### config.mk
export PLATFORM = sky130hd
export DESIGN_NAME = mie_move_exec
export DESIGN_NICKNAME = d
export VERILOG_FILES = /design/src/mie_pkg.sv /design/src/mie_move_exec.sv /design/src/mie_ea_calc.sv
export SDC_FILE = /design/constraint.sdc
export NUM_CORES = 1
export LEC_CHECK = 0
export ABC_AREA = 0
export BUFFER_PORTS_ARGS = -buffer_cell sky130_fd_sc_hd__clkbuf_2
export CAP_MARGIN = 20
export CORE_ASPECT_RATIO = 0.8
export CORE_MARGIN = 2
export CORE_UTILIZATION = 25
export CTS_BUF_LIST = sky130_fd_sc_hd__clkbuf_4
export CTS_CLUSTER_SIZE = 40
export DETAILED_ROUTE_END_ITERATION = 10
export GPL_ROUTABILITY_DRIVEN = 0
export SLEW_MARGIN = 10
export SYNTH_ARGS = -nofsm -noshare
export SYNTH_HDL_FRONTEND = slang
export SYNTH_SLANG_ARGS = --single-unit
### constraint.sdc
create_clock -name CLK_SYS -period 5.5 [get_ports CLK_SYS]
set_input_delay 1.1 -clock CLK_SYS [delete_from_list [all_inputs] [get_ports CLK_SYS]]
set_output_delay 1.1 -clock CLK_SYS [all_outputs]
set_load 0.1 [all_outputs]
### src/mie_pkg.sv
// constants and types for the move / indirect execution unit
// assumes one clock domain shared with the core data memory and register file
// Behaviour
// - indirect load copies byte, updates zero flag
// - indirect store writes accumulator at effective address
// - window locations redirect to their file pointer
// - preincrement: add one, use, keep
// - predecrement: subtract one, use, keep
// - relative offset: pointer plus offset, unchanged
// - post modes: access, then step pointer
// - mode field 00,01,10,11 = pre+,pre-,post+,post-
// - pointers wrap modulo 65536
// - bank literal loads 5-bit field, flags kept
// - page literal loads 7-bit latch, flags kept
// - accumulator literal loads 8 bits, flags kept
// - store to file at 7-bit address
// - pointer stepping never touches status flags
package mie_pkg;

    // register map, byte addresses
    localparam int AXI_ADDR_W = 8;
    localparam logic [7:0] ADDR_INSTR = 8'h00;
    localparam logic [7:0] ADDR_ACC = 8'h04;
    localparam logic [7:0] ADDR_BANK = 8'h08;
    localparam logic [7:0] ADDR_PAGE = 8'h0C;
    localparam logic [7:0] ADDR_PTR0 = 8'h10;
    localparam logic [7:0] PTR_STRIDE = 8'h04;
    localparam logic [7:0] ADDR_STATUS = 8'h18;

    // axi responses
    localparam logic [1:0] RESP_OKAY = 2'b00;
    localparam logic [1:0] RESP_DECERR = 2'b11;

    // widths
    localparam int PTR_W = 16;
    localparam int DATA_W = 8;
    localparam int BANK_W = 5;
    localparam int PAGE_W = 7;
    localparam int FILE_W = 7;
    localparam int OFF_W = 6;
    localparam int PTR_N = 2;

    // instruction word fields
    localparam int OP_MSB = 15;
    localparam int OP_LSB = 12;
    localparam int PTR_SEL_BIT = 8;
    localparam int MODE_MSB = 1;
    localparam int MODE_LSB = 0;
    localparam int OFF_MSB = 5;
    localparam int OFF_LSB = 0;
    localparam int LIT_MSB = 7;
    localparam int BANK_MSB = 4;
    localparam int PAGE_MSB = 6;
    localparam int FILE_MSB = 6;
    localparam int STATUS_Z_BIT = 0;
    localparam int STATUS_BUSY_BIT = 1;

    // opcodes
    localparam logic [3:0] OP_LOAD_IND = 4'h1;
    localparam logic [3:0] OP_LOAD_REL = 4'h2;
    localparam logic [3:0] OP_STORE_IND = 4'h3;
    localparam logic [3:0] OP_STORE_REL = 4'h4;
    localparam logic [3:0] OP_BANK_LIT = 4'h5;
    localparam logic [3:0] OP_PAGE_LIT = 4'h6;
    localparam logic [3:0] OP_ACC_LIT = 4'h7;
    localparam logic [3:0] OP_ACC_FILE = 4'h8;

    // indirect window file addresses
    localparam logic [6:0] WIN0_ADDR = 7'h00;
    localparam logic [6:0] WIN1_ADDR = 7'h01;

    // reset values and pointer step
    localparam logic [15:0] PTR_RST = 16'h0000;
    localparam logic [7:0] ACC_RST = 8'h00;
    localparam logic [4:0] BANK_RST = 5'h00;
    localparam logic [6:0] PAGE_RST = 7'h00;
    localparam logic [15:0] STEP_ONE = 16'h0001;

    typedef enum logic [1:0] {
        MIE_PRE_INC = 2'b00,
        MIE_PRE_DEC = 2'b01,
        MIE_POST_INC = 2'b10,
        MIE_POST_DEC = 2'b11
    } mie_mode_t;

    typedef enum logic [1:0] {
        ST_IDLE = 2'b00,
        ST_EXEC = 2'b01,
        ST_WAIT = 2'b10,
        ST_CAP = 2'b11
    } mie_state_t;

endpackage

### src/mie_move_exec.sv
// move and indirect-move execution unit with axi4-lite register access
// assumes data memory and file register port on CLK_SYS, read data one cycle after read
`timescale 1ns/1ps
module mie_move_exec
    import mie_pkg::*;
(
    // system
    input wire logic CLK_SYS,
    input wire logic RST,
    // axi4-lite write
    input wire logic [AXI_ADDR_W-1:0] S_AXI_AWADDR,
    input wire logic S_AXI_AWVALID,
    output logic S_AXI_AWREADY,
    input wire logic [31:0] S_AXI_WDATA,
    input wire logic [3:0] S_AXI_WSTRB,
    input wire logic S_AXI_WVALID,
    output logic S_AXI_WREADY,
    output logic [1:0] S_AXI_BRESP,
    output logic S_AXI_BVALID,
    input wire logic S_AXI_BREADY,
    // axi4-lite read
    input wire logic [AXI_ADDR_W-1:0] S_AXI_ARADDR,
    input wire logic S_AXI_ARVALID,
    output logic S_AXI_ARREADY,
    output logic [31:0] S_AXI_RDATA,
    output logic [1:0] S_AXI_RRESP,
    output logic S_AXI_RVALID,
    input wire logic S_AXI_RREADY,
    // data memory
    output logic [PTR_W-1:0] MEM_ADDR,
    output logic [DATA_W-1:0] MEM_WDATA,
    output logic MEM_WE,
    output logic MEM_RE,
    input wire logic [DATA_W-1:0] MEM_RDATA,
    // file register
    output logic [FILE_W-1:0] FILE_ADDR,
    output logic [DATA_W-1:0] FILE_WDATA,
    output logic FILE_WE,
    // core state
    output logic [BANK_W-1:0] BANK_SEL,
    output logic [PAGE_W-1:0] PC_HIGH,
    output logic BUSY
);

    mie_state_t state_q;
    logic [15:0] ir_q;
    logic [DATA_W-1:0] acc_q;
    logic zero_q;
    logic [PTR_W-1:0] ptr_q [PTR_N];
    logic aw_held_q, w_held_q, awready_q, wready_q, bvalid_q, arready_q, rvalid_q;
    logic [1:0] bresp_q, rresp_q;
    logic [AXI_ADDR_W-1:0] waddr_q;
    logic [31:0] wdata_q, rdata_q, rdata_d;
    logic [3:0] wstrb_q;
    logic rd_hit;
    logic wr_go, wr_hit, reg_wr, instr_wr;
    logic [3:0] op;
    logic ptr_idx, is_rel, is_ind, is_load, exec, win_hit, win_idx;
    mie_mode_t mode;
    logic [PTR_W-1:0] sel_ptr, ea, ptr_next;
    logic [FILE_W-1:0] file_sel;

    // write channel capture
    always_ff @(posedge CLK_SYS)
    begin
        if (RST)
        begin
            aw_held_q <= 1'b0;
            awready_q <= 1'b1;
            waddr_q <= '0;
        end
        else if (S_AXI_AWVALID && awready_q)
        begin
            aw_held_q <= 1'b1;
            awready_q <= 1'b0;
            waddr_q <= S_AXI_AWADDR;
        end
        else if (wr_go)
        begin
            aw_held_q <= 1'b0;
            awready_q <= 1'b1;
        end
    end

    always_ff @(posedge CLK_SYS)
    begin
        if (RST)
        begin
            w_held_q <= 1'b0;
            wready_q <= 1'b1;
            wdata_q <= '0;
            wstrb_q <= '0;
        end
        else if (S_AXI_WVALID && wready_q)
        begin
            w_held_q <= 1'b1;
            wready_q <= 1'b0;
            wdata_q <= S_AXI_WDATA;
            wstrb_q <= S_AXI_WSTRB;
        end
        else if (wr_go)
        begin
            w_held_q <= 1'b0;
            wready_q <= 1'b1;
        end
    end

    assign wr_go = aw_held_q && w_held_q && !bvalid_q;
    assign wr_hit = (waddr_q == ADDR_INSTR) || (waddr_q == ADDR_ACC) || (waddr_q == ADDR_BANK)
        || (waddr_q == ADDR_PAGE) || (waddr_q == ADDR_PTR0)
        || (waddr_q == ADDR_PTR0 + PTR_STRIDE) || (waddr_q == ADDR_STATUS);
    assign reg_wr = wr_go && (state_q == ST_IDLE);
    assign instr_wr = reg_wr && (waddr_q == ADDR_INSTR) && (wstrb_q[1:0] == 2'b11);

    // write response
    always_ff @(posedge CLK_SYS)
    begin
        if (RST)
        begin
            bvalid_q <= 1'b0;
            bresp_q <= RESP_OKAY;
        end
        else if (wr_go)
        begin
            bvalid_q <= 1'b1;
            bresp_q <= wr_hit ? RESP_OKAY : RESP_DECERR;
        end
        else if (bvalid_q && S_AXI_BREADY)
        begin
            bvalid_q <= 1'b0;
        end
    end

    // read mux
    always_comb
    begin
        rdata_d = '0;
        rd_hit = 1'b1;
        if (S_AXI_ARADDR == ADDR_INSTR)
            rdata_d[15:0] = ir_q;
        else if (S_AXI_ARADDR == ADDR_ACC)
            rdata_d[DATA_W-1:0] = acc_q;
        else if (S_AXI_ARADDR == ADDR_BANK)
            rdata_d[BANK_W-1:0] = BANK_SEL;
        else if (S_AXI_ARADDR == ADDR_PAGE)
            rdata_d[PAGE_W-1:0] = PC_HIGH;
        else if (S_AXI_ARADDR == ADDR_PTR0)
            rdata_d[PTR_W-1:0] = ptr_q[0];
        else if (S_AXI_ARADDR == ADDR_PTR0 + PTR_STRIDE)
            rdata_d[PTR_W-1:0] = ptr_q[1];
        else if (S_AXI_ARADDR == ADDR_STATUS)
        begin
            rdata_d[STATUS_Z_BIT] = zero_q;
            rdata_d[STATUS_BUSY_BIT] = (state_q != ST_IDLE);
        end
        else
            rd_hit = 1'b0;
    end

    always_ff @(posedge CLK_SYS)
    begin
        if (RST)
        begin
            arready_q <= 1'b1;
            rvalid_q <= 1'b0;
            rdata_q <= '0;
            rresp_q <= RESP_OKAY;
        end
        else if (S_AXI_ARVALID && arready_q)
        begin
            arready_q <= 1'b0;
            rvalid_q <= 1'b1;
            rdata_q <= rdata_d;
            rresp_q <= rd_hit ? RESP_OKAY : RESP_DECERR;
        end
        else if (rvalid_q && S_AXI_RREADY)
        begin
            arready_q <= 1'b1;
            rvalid_q <= 1'b0;
        end
    end

    assign S_AXI_AWREADY = awready_q;
    assign S_AXI_WREADY = wready_q;
    assign S_AXI_BVALID = bvalid_q;
    assign S_AXI_BRESP = bresp_q;
    assign S_AXI_ARREADY = arready_q;
    assign S_AXI_RVALID = rvalid_q;
    assign S_AXI_RDATA = rdata_q;
    assign S_AXI_RRESP = rresp_q;

    // decode
    assign op = ir_q[OP_MSB:OP_LSB];
    assign ptr_idx = ir_q[PTR_SEL_BIT];
    assign mode = mie_mode_t'(ir_q[MODE_MSB:MODE_LSB]);
    assign is_rel = (op == OP_LOAD_REL) || (op == OP_STORE_REL);
    assign is_load = (op == OP_LOAD_IND) || (op == OP_LOAD_REL);
    assign is_ind = is_rel || (op == OP_LOAD_IND) || (op == OP_STORE_IND);
    assign exec = (state_q == ST_EXEC);
    assign sel_ptr = ptr_q[ptr_idx];
    assign file_sel = ir_q[FILE_MSB:0];
    assign win_hit = (op == OP_ACC_FILE) && ((file_sel == WIN0_ADDR) || (file_sel == WIN1_ADDR));
    assign win_idx = (file_sel == WIN1_ADDR);

    mie_ea_calc u_ea (
        .ptr(sel_ptr),
        .mode(mode),
        .rel(is_rel),
        .offset(ir_q[OFF_MSB:OFF_LSB]),
        .ea(ea),
        .ptr_next(ptr_next)
    );

    // sequencer
    always_ff @(posedge CLK_SYS)
    begin
        if (RST)
        begin
            state_q <= ST_IDLE;
            ir_q <= '0;
            BUSY <= 1'b0;
        end
        else
        begin
            unique case (state_q)
                ST_IDLE:
                    if (instr_wr)
                    begin
                        ir_q <= wdata_q[15:0];
                        state_q <= ST_EXEC;
                        BUSY <= 1'b1;
                    end
                ST_EXEC:
                    if (is_ind && is_load)
                        state_q <= ST_WAIT;
                    else
                    begin
                        state_q <= ST_IDLE;
                        BUSY <= 1'b0;
                    end
                ST_WAIT:
                    state_q <= ST_CAP;
                ST_CAP:
                begin
                    state_q <= ST_IDLE;
                    BUSY <= 1'b0;
                end
            endcase
        end
    end

    // data memory port
    always_ff @(posedge CLK_SYS)
    begin
        if (RST)
        begin
            MEM_ADDR <= '0;
            MEM_WDATA <= '0;
            MEM_WE <= 1'b0;
            MEM_RE <= 1'b0;
        end
        else
        begin
            MEM_WE <= 1'b0;
            MEM_RE <= 1'b0;
            if (exec && is_ind)
            begin
                MEM_ADDR <= ea;
                MEM_WDATA <= acc_q;
                MEM_WE <= !is_load;
                MEM_RE <= is_load;
            end
            else if (exec && win_hit)
            begin
                MEM_ADDR <= ptr_q[win_idx];
                MEM_WDATA <= acc_q;
                MEM_WE <= 1'b1;
            end
        end
    end

    // file register port
    always_ff @(posedge CLK_SYS)
    begin
        if (RST)
        begin
            FILE_ADDR <= '0;
            FILE_WDATA <= '0;
            FILE_WE <= 1'b0;
        end
        else
        begin
            FILE_WE <= 1'b0;
            if (exec && (op == OP_ACC_FILE) && !win_hit)
            begin
                FILE_ADDR <= file_sel;
                FILE_WDATA <= acc_q;
                FILE_WE <= 1'b1;
            end
        end
    end

    // file pointers
    for (genvar i = 0; i < PTR_N; i++)
    begin : g_ptr
        always_ff @(posedge CLK_SYS)
        begin
            if (RST)
                ptr_q[i] <= PTR_RST;
            else if (exec && is_ind && (ptr_idx == 1'(i)))
                ptr_q[i] <= ptr_next;
            else if (reg_wr && (waddr_q == ADDR_PTR0 + PTR_STRIDE * 8'(i)))
            begin
                if (wstrb_q[0])
                    ptr_q[i][7:0] <= wdata_q[7:0];
                if (wstrb_q[1])
                    ptr_q[i][15:8] <= wdata_q[15:8];
            end
        end
    end

    // accumulator and zero flag
    always_ff @(posedge CLK_SYS)
    begin
        if (RST)
        begin
            acc_q <= ACC_RST;
            zero_q <= 1'b0;
        end
        else if (state_q == ST_CAP)
        begin
            acc_q <= MEM_RDATA;
            zero_q <= (MEM_RDATA == '0);
        end
        else if (exec && (op == OP_ACC_LIT))
            acc_q <= ir_q[LIT_MSB:0];
        else if (reg_wr && (waddr_q == ADDR_ACC) && wstrb_q[0])
            acc_q <= wdata_q[DATA_W-1:0];
    end

    // bank select and page latch
    always_ff @(posedge CLK_SYS)
    begin
        if (RST)
        begin
            BANK_SEL <= BANK_RST;
            PC_HIGH <= PAGE_RST;
        end
        else if (exec && (op == OP_BANK_LIT))
            BANK_SEL <= ir_q[BANK_MSB:0];
        else if (exec && (op == OP_PAGE_LIT))
            PC_HIGH <= ir_q[PAGE_MSB:0];
        else if (reg_wr && wstrb_q[0] && (waddr_q == ADDR_BANK))
            BANK_SEL <= wdata_q[BANK_W-1:0];
        else if (reg_wr && wstrb_q[0] && (waddr_q == ADDR_PAGE))
            PC_HIGH <= wdata_q[PAGE_W-1:0];
    end

    // checks
    a_load_capture: assert property (@(posedge CLK_SYS) disable iff (RST)
        exec && is_ind && is_load |-> ##2 (state_q == ST_CAP) ##1
        (acc_q == $past(MEM_RDATA) && zero_q == ($past(MEM_RDATA) == '0)))
        else $error("indirect load byte or zero flag wrong");
    a_store_write: assert property (@(posedge CLK_SYS) disable iff (RST)
        exec && is_ind && !is_load |=> MEM_WE && !MEM_RE
        && MEM_WDATA == $past(acc_q) && MEM_ADDR == $past(ea))
        else $error("indirect store not issued");
    a_window_redirect: assert property (@(posedge CLK_SYS) disable iff (RST)
        exec && win_hit |=> MEM_WE && !FILE_WE && MEM_ADDR == $past(ptr_q[win_idx]))
        else $error("window access not redirected");
    a_pre_inc: assert property (@(posedge CLK_SYS) disable iff (RST)
        exec && is_ind && !is_rel && mode == MIE_PRE_INC |=>
        MEM_ADDR == 16'($past(sel_ptr) + STEP_ONE) && ptr_q[$past(ptr_idx)] == MEM_ADDR)
        else $error("preincrement address wrong");
    a_pre_dec: assert property (@(posedge CLK_SYS) disable iff (RST)
        exec && is_ind && !is_rel && mode == MIE_PRE_DEC |=>
        MEM_ADDR == 16'($past(sel_ptr) - STEP_ONE) && ptr_q[$past(ptr_idx)] == MEM_ADDR)
        else $error("predecrement address wrong");
    a_rel_hold: assert property (@(posedge CLK_SYS) disable iff (RST)
        exec && is_rel |=> $stable(ptr_q[0]) && $stable(ptr_q[1])
        && MEM_ADDR == 16'($past(sel_ptr) + {{10{$past(ir_q[OFF_MSB])}}, $past(ir_q[5:0])}))
        else $error("relative access wrong");
    a_post_step: assert property (@(posedge CLK_SYS) disable iff (RST)
        exec && is_ind && !is_rel && mode == MIE_POST_INC |=>
        MEM_ADDR == $past(sel_ptr) && ptr_q[$past(ptr_idx)] == 16'(MEM_ADDR + STEP_ONE))
        else $error("postincrement wrong");
    a_post_dec: assert property (@(posedge CLK_SYS) disable iff (RST)
        exec && is_ind && !is_rel && mode == MIE_POST_DEC |=>
        MEM_ADDR == $past(sel_ptr) && ptr_q[$past(ptr_idx)] == 16'(MEM_ADDR - STEP_ONE))
        else $error("postdecrement wrong");
    a_ptr_wrap: assert property (@(posedge CLK_SYS) disable iff (RST)
        exec && is_ind && !is_rel && mode == MIE_PRE_INC && sel_ptr == 16'hFFFF |=>
        MEM_ADDR == 16'h0000)
        else $error("pointer did not wrap");
    a_flag_hold: assert property (@(posedge CLK_SYS) disable iff (RST)
        exec && !(is_ind && is_load) |=> $stable(zero_q))
        else $error("status flag changed");
    a_bank_load: assert property (@(posedge CLK_SYS) disable iff (RST)
        exec && op == OP_BANK_LIT |=> BANK_SEL == $past(ir_q[BANK_MSB:0]))
        else $error("bank literal not loaded");
    a_page_load: assert property (@(posedge CLK_SYS) disable iff (RST)
        exec && op == OP_PAGE_LIT |=> PC_HIGH == $past(ir_q[PAGE_MSB:0]))
        else $error("page literal not loaded");
    a_acc_lit: assert property (@(posedge CLK_SYS) disable iff (RST)
        exec && op == OP_ACC_LIT |=> acc_q == $past(ir_q[LIT_MSB:0]) && !BUSY)
        else $error("accumulator literal not loaded");
    a_file_store: assert property (@(posedge CLK_SYS) disable iff (RST)
        exec && op == OP_ACC_FILE && !win_hit |=> FILE_WE && !MEM_WE
        && FILE_ADDR == $past(file_sel) && FILE_WDATA == $past(acc_q))
        else $error("file store wrong");

endmodule

### src/mie_ea_calc.sv
// effective address and next pointer value for indirect moves
// assumes pure combinational use inside the execution unit
`timescale 1ns/1ps
module mie_ea_calc
    import mie_pkg::*;
(
    // operands
    input wire logic [PTR_W-1:0] ptr,
    input mie_mode_t mode,
    input wire logic rel,
    input wire logic [OFF_W-1:0] offset,
    // results
    output logic [PTR_W-1:0] ea,
    output logic [PTR_W-1:0] ptr_next
);

    logic [PTR_W-1:0] ptr_inc;
    logic [PTR_W-1:0] ptr_dec;
    logic [PTR_W-1:0] off_ext;

    always_comb
    begin
        ptr_inc = ptr + STEP_ONE;
        ptr_dec = ptr - STEP_ONE;
        off_ext = {{(PTR_W-OFF_W){offset[OFF_W-1]}}, offset};
        if (rel)
        begin
            ea = ptr + off_ext;
            ptr_next = ptr;
        end
        else
        begin
            unique case (mode)
                MIE_PRE_INC:
                begin
                    ea = ptr_inc;
                    ptr_next = ptr_inc;
                end
                MIE_PRE_DEC:
                begin
                    ea = ptr_dec;
                    ptr_next = ptr_dec;
                end
                MIE_POST_INC:
                begin
                    ea = ptr;
                    ptr_next = ptr_inc;
                end
                MIE_POST_DEC:
                begin
                    ea = ptr;
                    ptr_next = ptr_dec;
                end
            endcase
        end
    end

endmodule

After elaboration in Yosys (flattened, before gate mapping):

Memories as Yosys holds them, arrays and structs flattened. A register that Yosys moved wholly into a read port is not among the register bits.
Cells that the tools add are included.

* add/subtract/negate cells: 3
* $lt $le $gt $ge: 0
* eq/ne operators: 32
* div/mod/pow operators: 0
* reductions and logical operators: 66
* shift-type cells: 0
* muxes and demuxes: 92
* $mul: 0
* bitwise gates (word level): 9

Operators by type and width (count)
* 2-to-1 mux 16 bit: 8
* 2-to-1 mux 8 bit: 11
* 2-to-1 mux 1 bit: 52
* equality test 8 x 5 -> 1 bit (second input constant): 6
* case mux 16 bit (3 select lines): 1
* equality test 8 x 4 -> 1 bit (second input constant): 4
* case mux 16 bit (2 select lines): 1
* logical AND 1 bit: 28
* 2-to-1 mux 7 bit: 4
* logical NOT 8 bit: 3
* 2-to-1 mux 5 bit: 4
* adder 16 x 1 -> 16 bit (second input constant): 1
* adder 16 bit: 1
* equality test 4 x 3 -> 1 bit (second input constant): 4
* equality test 8 x 3 -> 1 bit (second input constant): 2
* nonzero test 2 bit: 8
* subtractor 16 x 1 -> 16 bit (second input constant): 1
* 2-to-1 mux 14 bit: 1
* 2-to-1 mux 2 bit: 6
* logical OR 1 bit: 11
* 2-to-1 mux 11 bit: 1
* equality test 2 bit (second input constant): 5
* 2-to-1 mux 9 bit: 1
* equality test 4 x 2 -> 1 bit (second input constant): 2
* other kinds (16): 36

* input bits: 67
* bits in registers: 135
* bits in read-only memories: 0
* memory bits (writable): 32
* bits in latches: 0
* output and inout bits: 96
* memories kept: 1
* word-level logic and storage cells: 230

Memories
* ptr_q: words 2, bits a word 16, rd ports 4, clocked after Yosys merged registers in 1, write ports 2, line mie_move_exec.sv:49 `logic [PTR_W-1:0] ptr_q [PTR_N];`

Logic depth before layout (Yosys ltp):

* depth after elaboration: 11
* depth in mapped cells: 14
* depth with buffers taken out: 12

Hierarchy:

Synthesis repeated with hierarchy kept, for this count alone.

* cell total of the unflattened synthesis: 1195
* area total of the unflattened synthesis: 10045.9 um^2

By module, submodules not included
* mie_move_exec: cells an instance 948, area each 8406.8 um^2, times used 1, seq. area each 3643.5 um^2
* mie_ea_calc: cells an instance 247, area each 1639.1 um^2, times used 1, seq. area each 0.0 um^2

Worst setup path before layout:

OpenSTA, ideal clock, no wires.

* path kind: register to register
* start: reg with a tool-made name
* end: reg MEM_ADDR[15]
* arrival: 2763 ps
* stages on the path, launching flop included: 13
* buffers on the path: 2
* clock period less this slack: 2891 ps
* setup slack: 2609 ps
* required time: 5372 ps
* setup time: 128 ps
* path through: dfxtp_1 -> buf_6 -> buf_12 -> mux2i_1 -> inv_2 -> ha_1 -> nand3_1 -> o211ai_1 -> o41ai_1 -> o221ai_1 -> a31oi_1 -> mux2i_1 -> o21ai_1

RTL lines
* end signal: assignment: line mie_move_exec.sv:275 `MEM_ADDR <= ptr_q[win_idx];`
* end: declaration: line mie_move_exec.sv:30 `output logic [PTR_W-1:0] MEM_ADDR,`

==> summary.txt <==
Status
  • Status: finished clean

CTS
  • Clock sinks: 166
  • Clock transition at the registers of the reported paths: 0.13 ns
  • Htree depth: 4
  • Post-CTS setup buffers: 0
  • Gates resized, CTS repair: 0
  • CTS tree: built
  • CTS hold repair buffers: 0
  • Clk root buf: clkbuf_4
  • Clock Latency Late Sink: approximately 0.61 ns
  • Clock tree buffer depth: 2
  • TritonCTS Buffers: 17

Worst setup path
  • Crit path DAT: 4.47 ns
  • Crit-path slowest cell: dfxtp_1
  • Worst endpoint required time: 5.99 ns
  • Buf/Inv on CP: 1
  • Critical Path Max Stage Delay: 0.74 ns
  • Crit path max fanout: 13
  • Startpoint Class: flop
  • Delay-heaviest family, CP: compound AO/OA/AOI/OAI gates
  • Crit path cell chain: mux2i_2 > inv_1 > ha_1 > a21oi_1 > o211ai_1 > o41ai_1 > o221ai_1 > a31oi_1 > mux2i_1 > o21ai_1
  • Critical path class: reg2reg
  • Crit. End Element: flop

Synthesis
  • Mux cell area share after synthesis: 0.09844
  • Number of flops mapped to enable cells by yosys: 32
  • Post-Syn Area: ~9500 sq um
  • Most common cell in the synthesized netlist: nand2_1
  • Synth warn: 0
  • Async set-reset flop share out of synthesis: 0
  • Top post-synthesis cells by count: nand2_1, nor2_1, dfxtp_1
  • Largest family of logic cells by synthesized area: simple AND/OR/NAND/NOR gates
  • Synth Flop Type: dfxtp_1
  • Post-synthesis sequential area ratio: 0.3822
  • Area leader, netlist: dfxtp_1
  • Area share of fa/ha/maj cells after synthesis: 0.02441
  • Synth area leaders: dfxtp_1, edfxtp_1, mux2i_1, a21oi_1, nand2_1
  • Synth Area in Simple Gates: 0.2038
  • Xor/xnor share of the synthesized area: 0.03938
  • Post-synthesis compound-gate area fraction: 0.1924
  • Post-Syn Instances: between 1000 and 1500
  • Synth Register Bits: about 170
  • Synth top area share: 0.2814
  • Syn avg cell area: 8.512 sq um
  • Yosys cell types: 89

Timing
  • Setup TNS: 0 ns
  • Clk_skew: ~0.028 ns
  • Min cycle time layout: 3.988 ns
  • Worst Tran Pin Value: 1.068 ns
  • Slew margin rel.: 0.2878
  • Max Fclk: roughly 250 MHz
  • Unrepaired setup endpoints after global routing: false
  • Pins Over Slew Limit: 0
  • PnR worst setup slack: 1.512 ns
  • Period utilization: 0.7251
  • Setup-failing EPs final: 0
  • Final hold violation count: 0
  • Min Hold Slack: roughly 0.46 ns

Pwr
  • Pwr dens: 222.9 nW/um^2
  • NetSw: 757.7 uW
  • Internal power: 1.637 mW
  • Peak supply drop: 0.1320 mV
  • Flop pwr share: 0.549
  • Clock power share: 0.306
  • Leakage power: 4.131 nW
  • Sw Ratio: 0.3164
  • Logic pwr share: 0.145

Global routing
  • Antenna violations before repair: 2
  • First-pass GRT wire length: 48.00 mm
  • Largest net degree at the start of global routing: 100
  • Vias in the first global route: roughly 8000
  • Grt ovf: 0
  • Total track usage: 0.1595

Drt
  • Via density per instance: 5.077
  • WL final: 32.26 mm
  • Router iterations before antenna repair: 5
  • Post-DR wirelength/cell: 18.90 um
  • Routed Antenna Nets: 0
  • Number of remaining DRC errors: 0
  • Total number of vias: 8667
  • Initial drt markers: 823

Floorplan
  • FP Rows: between 60 and 70
  • I/O Pins: 163
  • Initial Util: 0.2557
  • Die area: 39720 sq um
  • Die width: 222.3 um
  • Die height: 178.7 um
  • Core Footprint: 37280 sq um

Placed design
  • IO Port Bufs: 128
  • Setup Slack @ Placement: 1.636 ns
  • Cells after DPL: ~1700
  • DPL Wire Length: 24.30 mm

Finish
  • Fin nets: 1292
  • Area growth syn-to-layout: 12.72%
  • Util after Layout: 0.2882
  • Final instance count without filler cells: 1707
  • Layout cells sized above 1: 0.1780

Hold path
  • HP Class: reg2reg
  • Hold path start: MEM_WDATA[1]$_SDFFE_PP0P_

Flow run
  • MaxCap Viol Count: 0
==> per-stage QoR <==
step	total power, mW	cell area, sq um
2_1_floorplan	1.602	9589
5_1_grt	2.488	10750
4_1_cts	2.410	10730
3_3_place_gp	1.681	10450
3_5_place_dp	1.686	10460
6_report	2.395	10750
==> worst register-to-register path, stage by stage (launching register included) <==
cell and delay (ns):
dfxtp_1 0.74, mux2i_2 0.70, inv_1 0.14, ha_1 0.31
a21oi_1 0.20, o211ai_1 0.19, o41ai_1 0.72, o221ai_1 0.34
a31oi_1 0.27, mux2i_1 0.20, o21ai_1 0.07
==> area by class of cell <==
| cell class | instances | area, sq um |
|---|---|---|
| antenna | 1 | 2.502 |
| multi-input combinational | 856 | 5394 |
| clock buffer | 22 | 165.2 |
| fill | 4032 | 26540 |
| timing repair buffer | 137 | 718.2 |
| inverter | 29 | 108.9 |
| clock inverter | 9 | 103.9 |
| sequential | 166 | 3643 |
| tap | 487 | 609.3 |
==> registers in the layout, indices dropped and copies added (netlist names), 2 cells and up, named ones only <==
signal       flops
PC_HIGH          7
wdata_q         16
FILE_WDATA       8
S_AXI_RDATA     16
acc_q            8
ir_q            16
wstrb_q          2
BANK_SEL         5
MEM_WDATA        8
MEM_ADDR        16
FILE_ADDR        7
waddr_q          8
ptr_q           32
==> per-layer routing <==
layer / GRT usage / vias up / wire length [um]
met2: 0.2287 / 322 / 13590
li1: - / 4144 / -
met4: 0.04392 / 2 / 537
met1: 0.2228 / 4157 / 14930
met3: 0.05818 / 42 / 3204
met5: 0 / - / 7
==> cell families (layout without fill, tap and decap cells) <==
logic type,count (synthesis),count (layout)
adders and majority gates,18,18
xor gates and xnor gates,42,42
other,1,17
buffers and inverters,113,197
DFF,166,166
AOI/OAI and AO/OA,274,274
muxes,84,84
and+or+nand+nor,422,422
==> path summary, 6_finish.rpt <==
check / cells past startpoint / endpoint / slack, ns
max reg2reg: 10 / MEM_ADDR[15]$_SDFFE_PP0P_ / 1.51
min reg2reg: 2 / MEM_WDATA[1]$_SDFFE_PP0P_ / 0.46
max: 10 / MEM_ADDR[15]$_SDFFE_PP0P_ / 1.51
min: 2 / MEM_WDATA[1]$_SDFFE_PP0P_ / 0.46
==> power by group through the flow <==
stage	combinational (mW)	clock (mW)	sequential, mW
global route	0.369	0.798	1.32
finish	0.347	0.733	1.32
floorplan	0.194	0	1.41
CTS	0.345	0.750	1.31
global placement	0.341	0	1.34
detailed placement	0.345	0	1.34
==> cell usage in the layout (no fill, tap or decap), types with 9 or more instances in the layout <==
cell type | synthesis | final
clkbuf_4 | 0 | 22
nand2_1 | 153 | 153
nand4_1 | 9 | 9
nor3_1 | 27 | 25
a22o_1 | 35 | 35
conb_1 | 1 | 16
clkbuf_2 | 1 | 127
nand3_1 | 23 | 23
inv_1 | 22 | 22
a22oi_1 | 9 | 9
nand2b_1 | 10 | 10
dfxtp_1 | 134 | 134
mux2i_1 | 67 | 67
o21ai_1 | 9 | 9
buf_4 | 19 | 9
a21oi_1 | 115 | 115
a211oi_1 | 26 | 26
edfxtp_1 | 32 | 32
ha_1 | 17 | 17
xnor2_1 | 29 | 29
xor2_1 | 12 | 12
nor2_1 | 142 | 142
o21ai_0 | 20 | 20
(Power assumes the default switching activity.)
